File: src/common/pmd_cfg.svh
// Offsets, field positions, reset values and timing counts of the panel monitor
`ifndef PMD_CFG_SVH
`define PMD_CFG_SVH

// Clock rate and the pulse-rate window
`define PMD_CLK_MHZ 125
`define PMD_RATE_WINDOW_US 1000
`define PMD_RATE_WINDOW_CYCLES (`PMD_RATE_WINDOW_US * `PMD_CLK_MHZ)

// Register byte offsets
`define PMD_CTRL_OFF 8'h00
`define PMD_INV_OFF 8'h04
`define PMD_STATE_OFF 8'h08
`define PMD_DISP_OFF 8'h0c
`define PMD_RATE_OFF 8'h10

// Field positions
`define PMD_CTRL_VIRT_BIT 0
`define PMD_STATE_SHOW_BIT 2
`define PMD_STATE_ITEM_LSB 8

// Reset values
`define PMD_CTRL_RST 1'b0
`define PMD_INV_RST 4'h0

// Monitor item numbers and the last stepping index
`define PMD_ITEM_SPEED 5'd0
`define PMD_ITEM_SPEED_REF 5'd1
`define PMD_ITEM_TORQUE_REF 5'd2
`define PMD_ITEM_TORQUE_INT 5'd3
`define PMD_ITEM_ENC_ANGLE 5'd4
`define PMD_ITEM_INPUTS 5'd5
`define PMD_ITEM_PROBE 5'd6
`define PMD_ITEM_OUTPUTS 5'd7
`define PMD_ITEM_PULSE_RATE 5'd8
`define PMD_ITEM_REF_COUNT 5'd9
`define PMD_ITEM_DEVIATION 5'd11
`define PMD_ITEM_REF_PULSE 5'd13
`define PMD_ITEM_INERTIA 5'd15
`define PMD_ITEM_OVERLOAD 5'd16
`define PMD_ITEM_BUS_VOLT 5'd19
`define PMD_ITEM_ENC_TEMP 5'd21
`define PMD_ITEM_BOARD_TEMP 5'd22
`define PMD_ITEM_PCP_TARGET 5'd24
`define PMD_ITEM_LAST_IDX 5'd17

`endif

File: src/common/pmd_pkg.sv
// Types shared by the panel monitor files
package pmd_pkg;

	// Panel operating modes, stepped in this order by the mode key
	typedef enum logic [1:0] {
		mode_status,
		mode_param,
		mode_monitor,
		mode_utility
	} pmd_mode_type;

endpackage

File: src/verilog/pmd_sync_edge.sv
// Two-flop synchroniser with rising-edge detect for a vector of pins
`timescale 1ns/1ns
module pmd_sync_edge #(
	parameter int W = 1
) (
	input wire logic pclk,
	input wire logic presetn,
	input wire logic [W-1:0] pin,
	output logic [W-1:0] level,
	output logic [W-1:0] rise
);
	logic [W-1:0] meta;
	logic [W-1:0] last;

	// First stage feeds only the second; edges are taken after it
	always_ff @(posedge pclk or negedge presetn) begin
		if (!presetn) begin
			meta <= '0;
			level <= '0;
			last <= '0;
		end else begin
			meta <= pin;
			level <= meta;
			last <= level;
		end
	end

	assign rise = level & ~last;
endmodule

File: src/verilog/pmd_rate_window.sv
// Counts pulse edges in fixed windows and holds the last full count
`timescale 1ns/1ns
module pmd_rate_window #(
	parameter int WINDOW_CYCLES = 125000,
	parameter int CNT_W = 16
) (
	input wire logic pclk,
	input wire logic presetn,
	input wire logic pulse_rise,
	output logic [CNT_W-1:0] rate
);
	localparam int CYC_W = $clog2(WINDOW_CYCLES);
	logic [CYC_W-1:0] cyc;
	logic [CNT_W-1:0] acc;
	logic tick;

	assign tick = (cyc == CYC_W'(WINDOW_CYCLES - 1));

	// Window divider: one tick pulse per window
	always_ff @(posedge pclk or negedge presetn) begin
		if (!presetn) begin
			cyc <= '0;
		end else if (tick) begin
			cyc <= '0;
		end else begin
			cyc <= cyc + 1'b1;
		end
	end

	// Accumulate; saturate rather than wrap so a flood never reads small
	always_ff @(posedge pclk or negedge presetn) begin
		if (!presetn) begin
			acc <= '0;
			rate <= '0;
		end else if (tick) begin
			rate <= (&acc) ? acc : acc + {{(CNT_W-1){1'b0}}, pulse_rise};
			acc <= '0;
		end else if (pulse_rise && !(&acc)) begin
			acc <= acc + 1'b1;
		end
	end
endmodule

File: src/verilog/pmd_top.sv
// Front-panel monitor mode: key stepping, item display and APB registers
//
// Chosen here: the address map and the APB interface to the registers.
`timescale 1ns/1ns
`include "pmd_cfg.svh"
// What this block does
// Monitor mode reachable while motor runs
// Mode key steps to next mode
// Up/down step monitor item number
// Enter toggles item number and value
// Fixed item numbers map to quantities
// Pulse rate counts pulses per millisecond
// Inputs shown as hex digits, high=1
// Digit bits ordered right to left
// Virtual digits: bits 12-15, 8-11, 4-7
// Probe shown as binary, high=1
// Four outputs shown as binary columns
// Non-inverted: lit when optocoupler on
// Inverted: lit when optocoupler off
module pmd_top #(
	parameter int RATE_WINDOW_CYCLES = `PMD_RATE_WINDOW_CYCLES,
	parameter int RATE_W = 16
) (
	input wire logic pclk,
	input wire logic presetn,
	input wire logic psel,
	input wire logic penable,
	input wire logic pwrite,
	input wire logic [7:0] paddr,
	input wire logic [31:0] pwdata,
	output logic [31:0] prdata,
	output logic pready,
	output logic pslverr,
	input wire logic key_mode,
	input wire logic key_up,
	input wire logic key_down,
	input wire logic key_enter,
	input wire logic ref_pulse_pin,
	input wire logic [7:0] din_pins,
	input wire logic probe_input_one,
	input wire logic [15:4] virt_bits,
	input wire logic [3:0] opto_on,
	input wire logic [31:0] speed_rpm,
	input wire logic [31:0] speed_ref_rpm,
	input wire logic [31:0] torque_ref_pct,
	input wire logic [31:0] internal_torque_item,
	input wire logic [31:0] enc_angle,
	input wire logic [31:0] ref_pulse_count,
	input wire logic [31:0] deviation_count,
	input wire logic [31:0] ref_pulse_total,
	input wire logic [31:0] inertia_pct,
	input wire logic [31:0] overload_pct,
	input wire logic [31:0] bus_voltage,
	input wire logic [31:0] enc_temp,
	input wire logic [31:0] board_temp,
	input wire logic [31:0] pcp_target,
	output pmd_pkg::pmd_mode_type panel_mode,
	output logic [4:0] monitor_item,
	output logic show_value,
	output logic [31:0] disp_word
);
	import pmd_pkg::*;

	// ****************************************************
	// Input synchronisers
	// ****************************************************
	logic [4:0] key_rise;
	logic [8:0] pin_level;
	logic key_mode_rise;
	logic key_up_rise;
	logic key_down_rise;
	logic key_enter_rise;
	logic pulse_rise;
	logic [7:0] din_s;
	logic probe_s;

	// Keys and pulse pin share one vector of synchronisers
	pmd_sync_edge #(.W(5)) u_keys (
		.pclk(pclk),
		.presetn(presetn),
		.pin({ref_pulse_pin, key_enter, key_down, key_up, key_mode}),
		.level(),
		.rise(key_rise)
	);

	// Level inputs need no edge, only a clean sample
	pmd_sync_edge #(.W(9)) u_levels (
		.pclk(pclk),
		.presetn(presetn),
		.pin({probe_input_one, din_pins}),
		.level(pin_level),
		.rise()
	);

	assign key_mode_rise = key_rise[0];
	assign key_up_rise = key_rise[1];
	assign key_down_rise = key_rise[2];
	assign key_enter_rise = key_rise[3];
	assign pulse_rise = key_rise[4];
	assign din_s = pin_level[7:0];
	assign probe_s = pin_level[8];

	// ****************************************************
	// Pulse rate window
	// ****************************************************
	logic [RATE_W-1:0] pulse_rate_item;

	pmd_rate_window #(.WINDOW_CYCLES(RATE_WINDOW_CYCLES), .CNT_W(RATE_W)) u_rate (
		.pclk(pclk),
		.presetn(presetn),
		.pulse_rise(pulse_rise),
		.rate(pulse_rate_item)
	);

	// ****************************************************
	// Item table
	// ****************************************************
	// Maps the stepping index onto the sparse item numbers
	function automatic logic [4:0] item_num(input logic [4:0] idx);
		case (idx)
			5'd0: item_num = `PMD_ITEM_SPEED;
			5'd1: item_num = `PMD_ITEM_SPEED_REF;
			5'd2: item_num = `PMD_ITEM_TORQUE_REF;
			5'd3: item_num = `PMD_ITEM_TORQUE_INT;
			5'd4: item_num = `PMD_ITEM_ENC_ANGLE;
			5'd5: item_num = `PMD_ITEM_INPUTS;
			5'd6: item_num = `PMD_ITEM_PROBE;
			5'd7: item_num = `PMD_ITEM_OUTPUTS;
			5'd8: item_num = `PMD_ITEM_PULSE_RATE;
			5'd9: item_num = `PMD_ITEM_REF_COUNT;
			5'd10: item_num = `PMD_ITEM_DEVIATION;
			5'd11: item_num = `PMD_ITEM_REF_PULSE;
			5'd12: item_num = `PMD_ITEM_INERTIA;
			5'd13: item_num = `PMD_ITEM_OVERLOAD;
			5'd14: item_num = `PMD_ITEM_BUS_VOLT;
			5'd15: item_num = `PMD_ITEM_ENC_TEMP;
			5'd16: item_num = `PMD_ITEM_BOARD_TEMP;
			default: item_num = `PMD_ITEM_PCP_TARGET;
		endcase
	endfunction

	// ****************************************************
	// Registers written by software
	// ****************************************************
	logic virt_sel;
	logic [3:0] out_invert;
	logic wr_strobe;
	logic [4:0] item_idx;

	assign wr_strobe = psel && penable && pready && pwrite;

	// Control: input monitor source select
	always_ff @(posedge pclk or negedge presetn) begin
		if (!presetn) begin
			virt_sel <= `PMD_CTRL_RST;
		end else if (wr_strobe && paddr == `PMD_CTRL_OFF) begin
			virt_sel <= pwdata[`PMD_CTRL_VIRT_BIT];
		end
	end

	// Output polarity: a set bit marks that output as inverted
	always_ff @(posedge pclk or negedge presetn) begin
		if (!presetn) begin
			out_invert <= `PMD_INV_RST;
		end else if (wr_strobe && paddr == `PMD_INV_OFF) begin
			out_invert <= pwdata[3:0];
		end
	end

	// ****************************************************
	// Panel mode and monitor navigation
	// ****************************************************
	// No servo state gates this: monitor mode is reached while running
	always_ff @(posedge pclk or negedge presetn) begin
		if (!presetn) begin
			panel_mode <= mode_status;
		end else if (key_mode_rise) begin
			panel_mode <= pmd_mode_type'(2'(panel_mode) + 2'd1); // see
		end
	end

	// Mode key wins over the others; up wins when up and down coincide
	always_ff @(posedge pclk or negedge presetn) begin
		if (!presetn) begin
			item_idx <= 5'd0;
			show_value <= 1'b0;
		end else if (key_mode_rise) begin
			show_value <= 1'b0;
		end else if (panel_mode == mode_monitor) begin
			if (key_enter_rise) begin
				show_value <= !show_value;
			end else if (!show_value && key_up_rise) begin
				item_idx <= (item_idx == `PMD_ITEM_LAST_IDX) ? 5'd0 : item_idx + 5'd1;
			end else if (!show_value && key_down_rise) begin
				item_idx <= (item_idx == 5'd0) ? `PMD_ITEM_LAST_IDX : item_idx - 5'd1;
			end
		end
	end

	// ****************************************************
	// Item values
	// ****************************************************
	logic [31:0] item_value;
	logic [31:0] input_word;
	logic [31:0] output_word;

	// Left digit holds the first pin group; bit 0 is the rightmost pin
	assign input_word = virt_sel ?
		{20'h0, virt_bits[15:12], virt_bits[11:8], virt_bits[7:4]} :
		{24'h0, din_s[3:0], din_s[7:4]}; // see
	// Lit column follows the drive for normal outputs and its inverse otherwise
	assign output_word = {28'h0, opto_on ^ out_invert}; // see see

	// Live value mux by item number
	always_comb begin
		item_value = 32'h0;
		case (item_num(item_idx))
			`PMD_ITEM_SPEED: item_value = speed_rpm;
			`PMD_ITEM_SPEED_REF: item_value = speed_ref_rpm;
			`PMD_ITEM_TORQUE_REF: item_value = torque_ref_pct;
			`PMD_ITEM_TORQUE_INT: item_value = internal_torque_item;
			`PMD_ITEM_ENC_ANGLE: item_value = enc_angle;
			`PMD_ITEM_INPUTS: item_value = input_word;
			`PMD_ITEM_PROBE: item_value = {31'h0, probe_s};
			`PMD_ITEM_OUTPUTS: item_value = output_word;
			`PMD_ITEM_PULSE_RATE: item_value = 32'(pulse_rate_item);
			`PMD_ITEM_REF_COUNT: item_value = ref_pulse_count;
			`PMD_ITEM_DEVIATION: item_value = deviation_count;
			`PMD_ITEM_REF_PULSE: item_value = ref_pulse_total;
			`PMD_ITEM_INERTIA: item_value = inertia_pct;
			`PMD_ITEM_OVERLOAD: item_value = overload_pct;
			`PMD_ITEM_BUS_VOLT: item_value = bus_voltage;
			`PMD_ITEM_ENC_TEMP: item_value = enc_temp;
			`PMD_ITEM_BOARD_TEMP: item_value = board_temp;
			`PMD_ITEM_PCP_TARGET: item_value = pcp_target;
			default: item_value = 32'h0;
		endcase
	end

	// Display word trails the selection by one cycle so values stay live
	always_ff @(posedge pclk or negedge presetn) begin
		if (!presetn) begin
			disp_word <= 32'h0;
			monitor_item <= 5'd0;
		end else begin
			monitor_item <= item_num(item_idx);
			disp_word <= show_value ? item_value : {27'h0, item_num(item_idx)};
		end
	end

	// ****************************************************
	// APB slave
	// ****************************************************
	logic [31:0] rd_mux;
	logic rd_hit;

	// Read decode; unmapped addresses answer with an error
	always_comb begin
		rd_mux = 32'h0;
		rd_hit = 1'b1;
		case (paddr)
			`PMD_CTRL_OFF: rd_mux = {31'h0, virt_sel};
			`PMD_INV_OFF: rd_mux = {28'h0, out_invert};
			`PMD_STATE_OFF: rd_mux = {19'h0, monitor_item, 5'h0, show_value, 2'(panel_mode)};
			`PMD_DISP_OFF: rd_mux = disp_word;
			`PMD_RATE_OFF: rd_mux = 32'(pulse_rate_item);
			default: rd_hit = 1'b0;
		endcase
	end

	// One wait state: pready rises in the second access cycle
	always_ff @(posedge pclk or negedge presetn) begin
		if (!presetn) begin
			pready <= 1'b0;
			pslverr <= 1'b0;
			prdata <= 32'h0;
		end else if (psel && penable && !pready) begin
			pready <= 1'b1;
			pslverr <= !rd_hit;
			prdata <= pwrite ? 32'h0 : rd_mux;
		end else begin
			pready <= 1'b0;
			pslverr <= 1'b0;
		end
	end
endmodule

File: config.mk
export PLATFORM = sky130hd
export DESIGN_NAME = pmd_top
export DESIGN_NICKNAME = d
export VERILOG_FILES = /design/src/common/pmd_pkg.sv /design/src/verilog/pmd_sync_edge.sv /design/src/verilog/pmd_rate_window.sv /design/src/verilog/pmd_top.sv
export VERILOG_INCLUDE_DIRS = /design/src /design/src/common
export SDC_FILE = /design/constraint.sdc
export NUM_CORES = 1
export LEC_CHECK = 0
export ABC_AREA = 1
export BUFFER_PORTS_ARGS = -buffer_cell sky130_fd_sc_hd__buf_2
export CAP_MARGIN = 20
export CORE_AREA = 2 2 230 232
export DETAILED_ROUTE_END_ITERATION = 7
export DIE_AREA = 0 0 232 234
export GPL_ROUTABILITY_DRIVEN = 0
export PLACE_DENSITY = 0.46
export SYNTH_ARGS = -nofsm -noshare
export SYNTH_HDL_FRONTEND = slang
export SYNTH_SLANG_ARGS = --single-unit
File: constraint.sdc
create_clock -name pclk -period 6.2 [get_ports pclk]
set_clock_uncertainty 0.2 [all_clocks]
set_input_delay 0.31 -clock pclk [delete_from_list [all_inputs] [get_ports pclk]]
set_output_delay 0.31 -clock pclk [all_outputs]
set_load 0.02 [all_outputs]
[After elaboration in Yosys (flattened, before gate mapping)]
Memory sizes are Yosys's and may differ from the RTL's. A register that Yosys moved wholly into a read port is not among the register bits.
Index checks and enable logic that the tools add are counted.
W data, S select, Z words.
Cells by class
  reduce and logical (&&, ||, !) cells: 25
  bitwise gates (word level): 5
  add/sub/neg operators: 6
  equal/unequal tests: 24
  mux-type cells: 19
Operators by type and width (number)
  $pmux W32 S18: 1
  $pmux W32 S5: 1
  $mux W32: 2
  $mux W16: 3
  $eq A5 B5 Y1 const B: 6
  $eq A5 B4 Y1 const B: 5
  $eq A5 B3 Y1 const B: 4
  $mux W5: 4
  $add A17 B1 Y17 const B: 1
  $eq A17 B17 Y1 const B: 1
  $mux W17: 1
  $add A16 B1 Y16: 1
  $add A16 B1 Y16 const B: 1
  $eq A8 B4 Y1 const B: 2
  $reduce_and A16 Y1: 1
  $mux W12: 1
  $eq A5 B2 Y1 const B: 2
  $logic_not A5 Y1: 2
  $logic_and A1 B1 Y1: 9
  $eq A8 B3 Y1 const B: 1
  $eq A8 B5 Y1 const B: 1
  $logic_not A8 Y1: 1
  $reduce_bool A2 Y1: 4
  $mux W1: 6
  13 further kinds: 18
Storage, ports and cells
  output and inout port bits: 74
  memory bits (read-only): 480
  register bits after elaboration: 161
  input port bits: 523
  memories kept: 3
  word-level logic and storage cells: 99
Memory list
  (name not given): words 32, width 5, read ports 1, clocked after memory_dff 1, write ports 0, RTL line pmd_top.sv:120  | case (idx)
  (name not given): words 32, width 5, read ports 1, clocked after memory_dff 0, write ports 0, RTL line pmd_top.sv:120
  (name not given): words 32, width 5, read ports 1, clocked after memory_dff 0, write ports 0, RTL line pmd_top.sv:120

[Longest topological paths before layout]
  word-level depth: 5
  mapped depth: 18
  mapped depth without buffers: 17

[Cells and area by module]
Synthesis repeated with hierarchy kept, for this count alone.
Unflattened totals
  cells, all modules: 1780
  area total of the unflattened synthesis: 11702.5 sq um
Modules (own cells, without submodules)
  pmd_top: seq. area each 2102.0 sq um, area an instance 7587.3 sq um, cells an instance 1304, times used 1
  pmd_rate_window: seq. area each 1226.2 sq um, area an instance 2924.1 sq um, cells an instance 406, times used 1
  pmd_sync_edge at u_levels: seq. area each 675.6 sq um, area an instance 765.7 sq um, cells an instance 45, times used 1
  pmd_sync_edge at u_keys: seq. area each 375.4 sq um, area an instance 425.4 sq um, cells an instance 25, times used 1

[Least setup slack after synthesis]
OpenSTA, ideal clock, no wires.
  path kind: register to register
  start: register item_idx[0]
  end: register disp_word[18]
  arrival time: 2.210 ns
  path buffers: 2
  slack: 3.727 ns
  cell stages (with the launch flop): 18
  required time: 5.937 ns
  clock period less this slack: 2.473 ns
  setup time: 0.063 ns
  path through: dfrtp_1 inv_1 ha_1 inv_1 ha_1 nand2_1 nand2_4 inv_1 nand4_2 nor2_1 buf_4 buf_4 nand2_1 nand4_1 nor2_1 nand3_1 nand2_1 inv_1
On the way
  longest elaborated chain between the ends: 4
  elaborated cells between the ends (all ways): 21
  classes of those cells: 17 x eq/ne; 2 x mux; 1 x reduce/logical; 1 x memory
Ends and longest elaborated chain
  start, declared: RTL line pmd_top.sv:148  | logic [4:0] item_idx;
  start signal, assigned: RTL line pmd_top.sv:193  | item_idx <= (item_idx == `PMD_ITEM_LAST_IDX) ? 5'd0 : item_idx + 5'd1;
  start signal, assigned: RTL line pmd_top.sv:195  | item_idx <= (item_idx == 5'd0) ? `PMD_ITEM_LAST_IDX : item_idx - 5'd1;
  $mem_v2 Z32 W5 (*)
  $eq A5 B5 Y1, or another cell as far along: RTL line pmd_top.sv:217  | case (item_num(item_idx))
  $pmux W32 S18 (*): RTL line pmd_top.sv:217
  $mux W32 (*): RTL line pmd_top.sv:247  | disp_word <= show_value ? item_value : {27'h0, item_num(item_idx)};
  end signal, assigned: RTL line pmd_top.sv:247
  end, declared: RTL line pmd_top.sv:60  | output logic [31:0] disp_word
Every way passes the cells marked *; elsewhere a longest branch is shown, timed or not.
A chain may end at the register's enable or synchronous reset.

[Final worst setup path]
  start: register item_idx[0]
  end: register disp_word[30]
Same word-level chain as after synthesis.

==> results summary <==
STA classifies the critical path endpoint as a flip-flop. The worst register-to-register path begins at item_idx[0]$_DFFE_PN0P_. The total global routing track utilization is 0.261. The number of nets with antenna violations after detailed routing is 0. The maximum fanout along the worst path is 23. The type of element launching the critical path is a flip-flop. The number of global-route vias before repair is 13600. The proportion of netlist area held by the largest area contributor came out at 0.370. Derived from the worst setup path, the maximum achievable clock frequency is 0.258 GHz. The number of register bits inferred by synthesis came out at 166. The utilization after layout came out at 0.303. Cell internal power was estimated by the tool at 2.53 mW. The number of enable flip-flop cells after synthesis is 0.

The destination of the worst register-to-register timing path is disp_word[30]$_DFF_PN0_. For this run, the leading register cell type out of synthesis is sky130_fd_sc_hd__dfrtp_1. The number of top-level pins is 597. The total power divided by cell area is 304 mW/mm^2.

The headroom to the max-slew limit came out at 0.310. For the pin with the worst max-slew slack, the measured transition is 1.03 ns. The fraction of power consumed by sequential logic came out at 0.280.

The maximum vdd ir drop came out at 0.194 mV. The area of the die came out at 0.0543 sq mm. The relative area change from synthesis to final layout came out at 40.5%. The wire length reported by the detailed router is 73.6 mm.

The detail-routed via count per cell came out at 4.77. Of all cell types, the one taking the most synthesized area is sky130_fd_sc_hd__dfrtp_1. In this run the most critical hold path is launched from ref_pulse_count[6].

CTS built an H-tree with a depth of 4. Ranked by total cell area, the synthesized netlist is headed by sky130_fd_sc_hd__dfrtp_1 (37%), sky130_fd_sc_hd__nand2_1 (23%), sky130_fd_sc_hd__nor2_1 (6.6%). The number of I/O port buffers came out at 568.

The post-CTS resize count is 0. The number of maximum-capacitance violations came out at 0. The die boundary height is 234 um. The number of nets handed over by synthesis was 2245.

The number of pins with negative max-slew slack in the final report came out at 0. Yosys printed 0 warnings. The worst path required time came out at 6.38 ns. The share of the clock period used by the worst path after layout is 0.625. Setup repair after global routing left no endpoint under its margin. Counting flops with an async set or reset pin after synthesis yields a share of 1.00.

The worst hold path stage count is 5. The number of vias after detailed routing came out at 14400. For this run, the detailed router's first-pass iteration total came to 6.

Dividing the detail-routed wire length by the instance count gives 24.4 um. The number of distinct library cells after synthesis came out at 52. The core outline area is 0.0520 sq mm. The reported net switching power is 2.27 mW.

The number of nets in the finished design is 2816. The post-synthesis cell area is 0.0112 sq mm. The clock latency on the worst-skew pair is 0.44 ns.

The mean cell area of the mapped netlist came out at 6.56 sq um. The class of the tightest hold or removal check is input port to flip-flop. The buffer type at the clock tree root is sky130_fd_sc_hd__clkbuf_16. After clock tree synthesis, the clock-pin slew on the worst setup and hold paths is 0.07 ns. The combinational power share came out at 0.473. The final critical-path required period came out at 3.88 ns.

The number of buffers added by the clock tree synthesis step is 17. Across all register-to-register paths, the minimum setup slack is 2.32 ns. The fraction of layout instances using a drive strength above 1 is 0.291. The placed wire-length estimate is 59.9 mm. The endpoint of the worst hold-timing path is disp_word[6]$_DFF_PN0_. The share of the yosys chip area belonging to registers is 0.370. The setup TNS after final layout is 0 ns. The flow ran to the end, and the final reports show no timing, DRC or antenna violations. The maximum clock insertion buffer count is 2. The arrival time of data at the critical path endpoint is 4.06 ns.

The critical path in this run is classified as flip-flop to flip-flop. The final hold violation count is 0. The count of standard-cell rows came out at 84. Summed over all cells, the static leakage comes to 8.65 nW.

The clock network fraction of design power came out at 0.247. TritonCTS built the clock tree. The width of the die is 232 um. The post-CTS setup buffer count came out at 0. The cell count after synthesis came out at 1710. The remaining design rule violation count is 0. The number of sinks on the clock net came out at 166. The number of cell instances on the worst register-to-register path came out at 15.

The maximum number of pins on one net before global-route repair is 73. The total global routing overflow is 0. The commonest cells after synthesis are sky130_fd_sc_hd__nand2_1 (699), sky130_fd_sc_hd__nor2_1 (198), sky130_fd_sc_hd__dfrtp_1 (166), sky130_fd_sc_hd__inv_1 (148), sky130_fd_sc_hd__nand3_1 (105).

The most frequent cell after synthesis is sky130_fd_sc_hd__nand2_1. The first global-routing pass estimated 98.3 mm of wire. The initial utilization of the core area, before any placement, comes to 0.216.

The initial antenna violation count came to 47. The proportion of total power due to net switching is 0.474. Setup violations remaining at the end of the flow were counted as 0. For this block, the initial DRC count from the detailed router was 1291.
placed cells by master (no fill, tap or decap), types with 16 or more instances in the layout:
master	count
sky130_fd_sc_hd__nand2_1	699
sky130_fd_sc_hd__nor2_1	189
sky130_fd_sc_hd__inv_1	148
sky130_fd_sc_hd__nor3_1	38
sky130_fd_sc_hd__clkbuf_16	17
sky130_fd_sc_hd__nand4_1	38
sky130_fd_sc_hd__o21ai_0	64
sky130_fd_sc_hd__buf_4	20
sky130_fd_sc_hd__a32o_1	16
sky130_fd_sc_hd__nand3_1	105
sky130_fd_sc_hd__diode_2	32
sky130_fd_sc_hd__buf_2	567
sky130_fd_sc_hd__xor2_1	19
sky130_fd_sc_hd__dlygate4sd3_1	29
sky130_fd_sc_hd__a21oi_1	52
sky130_fd_sc_hd__dfrtp_1	166
worst max-delay path: stages, from the launching register on:
cell	delay, ns
sky130_fd_sc_hd__dfrtp_1	0.41
sky130_fd_sc_hd__inv_1	0.19
sky130_fd_sc_hd__ha_1	0.23
sky130_fd_sc_hd__inv_1	0.09
sky130_fd_sc_hd__ha_1	0.18
sky130_fd_sc_hd__inv_1	0.06
sky130_fd_sc_hd__nand2_2	0.12
sky130_fd_sc_hd__nand2_1	0.26
sky130_fd_sc_hd__nand4_4	0.33
sky130_fd_sc_hd__nor2_4	0.87
sky130_fd_sc_hd__nand2_1	0.12
sky130_fd_sc_hd__nand3_1	0.18
sky130_fd_sc_hd__nor2_1	0.07
sky130_fd_sc_hd__nand2_1	0.29
sky130_fd_sc_hd__o21ai_0	0.13
sky130_fd_sc_hd__inv_1	0.08
worst max path at each step:
stage | start | endpoint | slack (ns)
3_3_place_gp | item_idx[0]$_DFFE_PN0P_ | disp_word[30]$_DFF_PN0_ | 2.38
5_1_grt | item_idx[1]$_DFFE_PN0P_ | disp_word[30]$_DFF_PN0_ | 2.10
6_report | item_idx[0]$_DFFE_PN0P_ | disp_word[30]$_DFF_PN0_ | 2.32
3_5_place_dp | item_idx[0]$_DFFE_PN0P_ | disp_word[30]$_DFF_PN0_ | 2.30
2_1_floorplan | item_idx[0]$_DFFE_PN0P_ | disp_word[18]$_DFF_PN0_ | 3.73
4_1_cts | item_idx[0]$_DFFE_PN0P_ | disp_word[30]$_DFF_PN0_ | 2.28
registers in the layout, indices dropped and copies added, names as in the netlist, 2 cells and up:
signal          cells
item_idx            5
u_levels.level      9
prdata             32
u_keys.level        5
disp_word          32
u_levels.meta       9
u_rate.rate        16
panel_mode          2
u_keys.meta         5
u_rate.cyc         17
u_rate.acc         16
out_invert          4
u_keys.last         5
monitor_item        5
logic make-up (layout without fill, tap and decap cells):
logic type | count (synthesis) | after routing | synth area share
AOI/OAI and AO/OA | 165 | 165 | 0.0884
xor gates and xnor gates | 22 | 22 | 0.0172
adders and majority gates | 12 | 12 | 0.0134
buffers and inverters | 220 | 803 | 0.0855
DFF | 166 | 166 | 0.370
muxes | 5 | 5 | 0.00468
other | 0 | 32 | 0
and+or+nand+nor | 1120 | 1120 | 0.421
per-layer routing:
metal	up-vias	wire [um]	GRT usage
met5	-	171	0
met2	757	31800	0.380
met4	28	3140	0.137
li1	6635	-	-
met3	130	8000	0.0922
met1	6828	30600	0.338
area by class of cell:
type                            instances  area [sq um]
Fill cell                            5916         36300
Clock buffer                           20           467
Tap cell                              688           861
Clock inverter                         11           173
Inverter                              155           587
Sequential cell                       166          4150
Timing Repair Buffer                  617          3290
Multi-Input combinational cell       1324          6160
Antenna cell                           32          80.1
timing repair:
item	in CTS	in global routing
hold endpoints to repair	67	0
hold buffers	29	0
setup endpoints to repair	0	0
per-stage QoR:
stage	setup slack (ns)	instances	hold slack [ns]	total power, mW	area, sq um
after global placement	2.38	2921	0.0691	3.59	14800
after global routing	2.10	3000	0.0398	5.06	15700
after detailed placement	2.30	2921	0.0663	3.58	14800
after CTS	2.28	2981	0.000427	4.82	15700
final	2.32	3013	0.0202	4.80	15800
after floorplan	3.73	1710	-0.186	2.59	11200
power groups by stage:
stage	Sequential [mW]	Clock (mW)	Combinational, mW
after floorplan	1.36	0	1.23
after global placement	1.36	0	2.23
after detailed placement	1.36	0	2.23
after CTS	1.34	1.22	2.25
after global routing	1.36	1.26	2.45
final	1.35	1.18	2.27
Note: power is estimated with default switching activity, not from simulation.
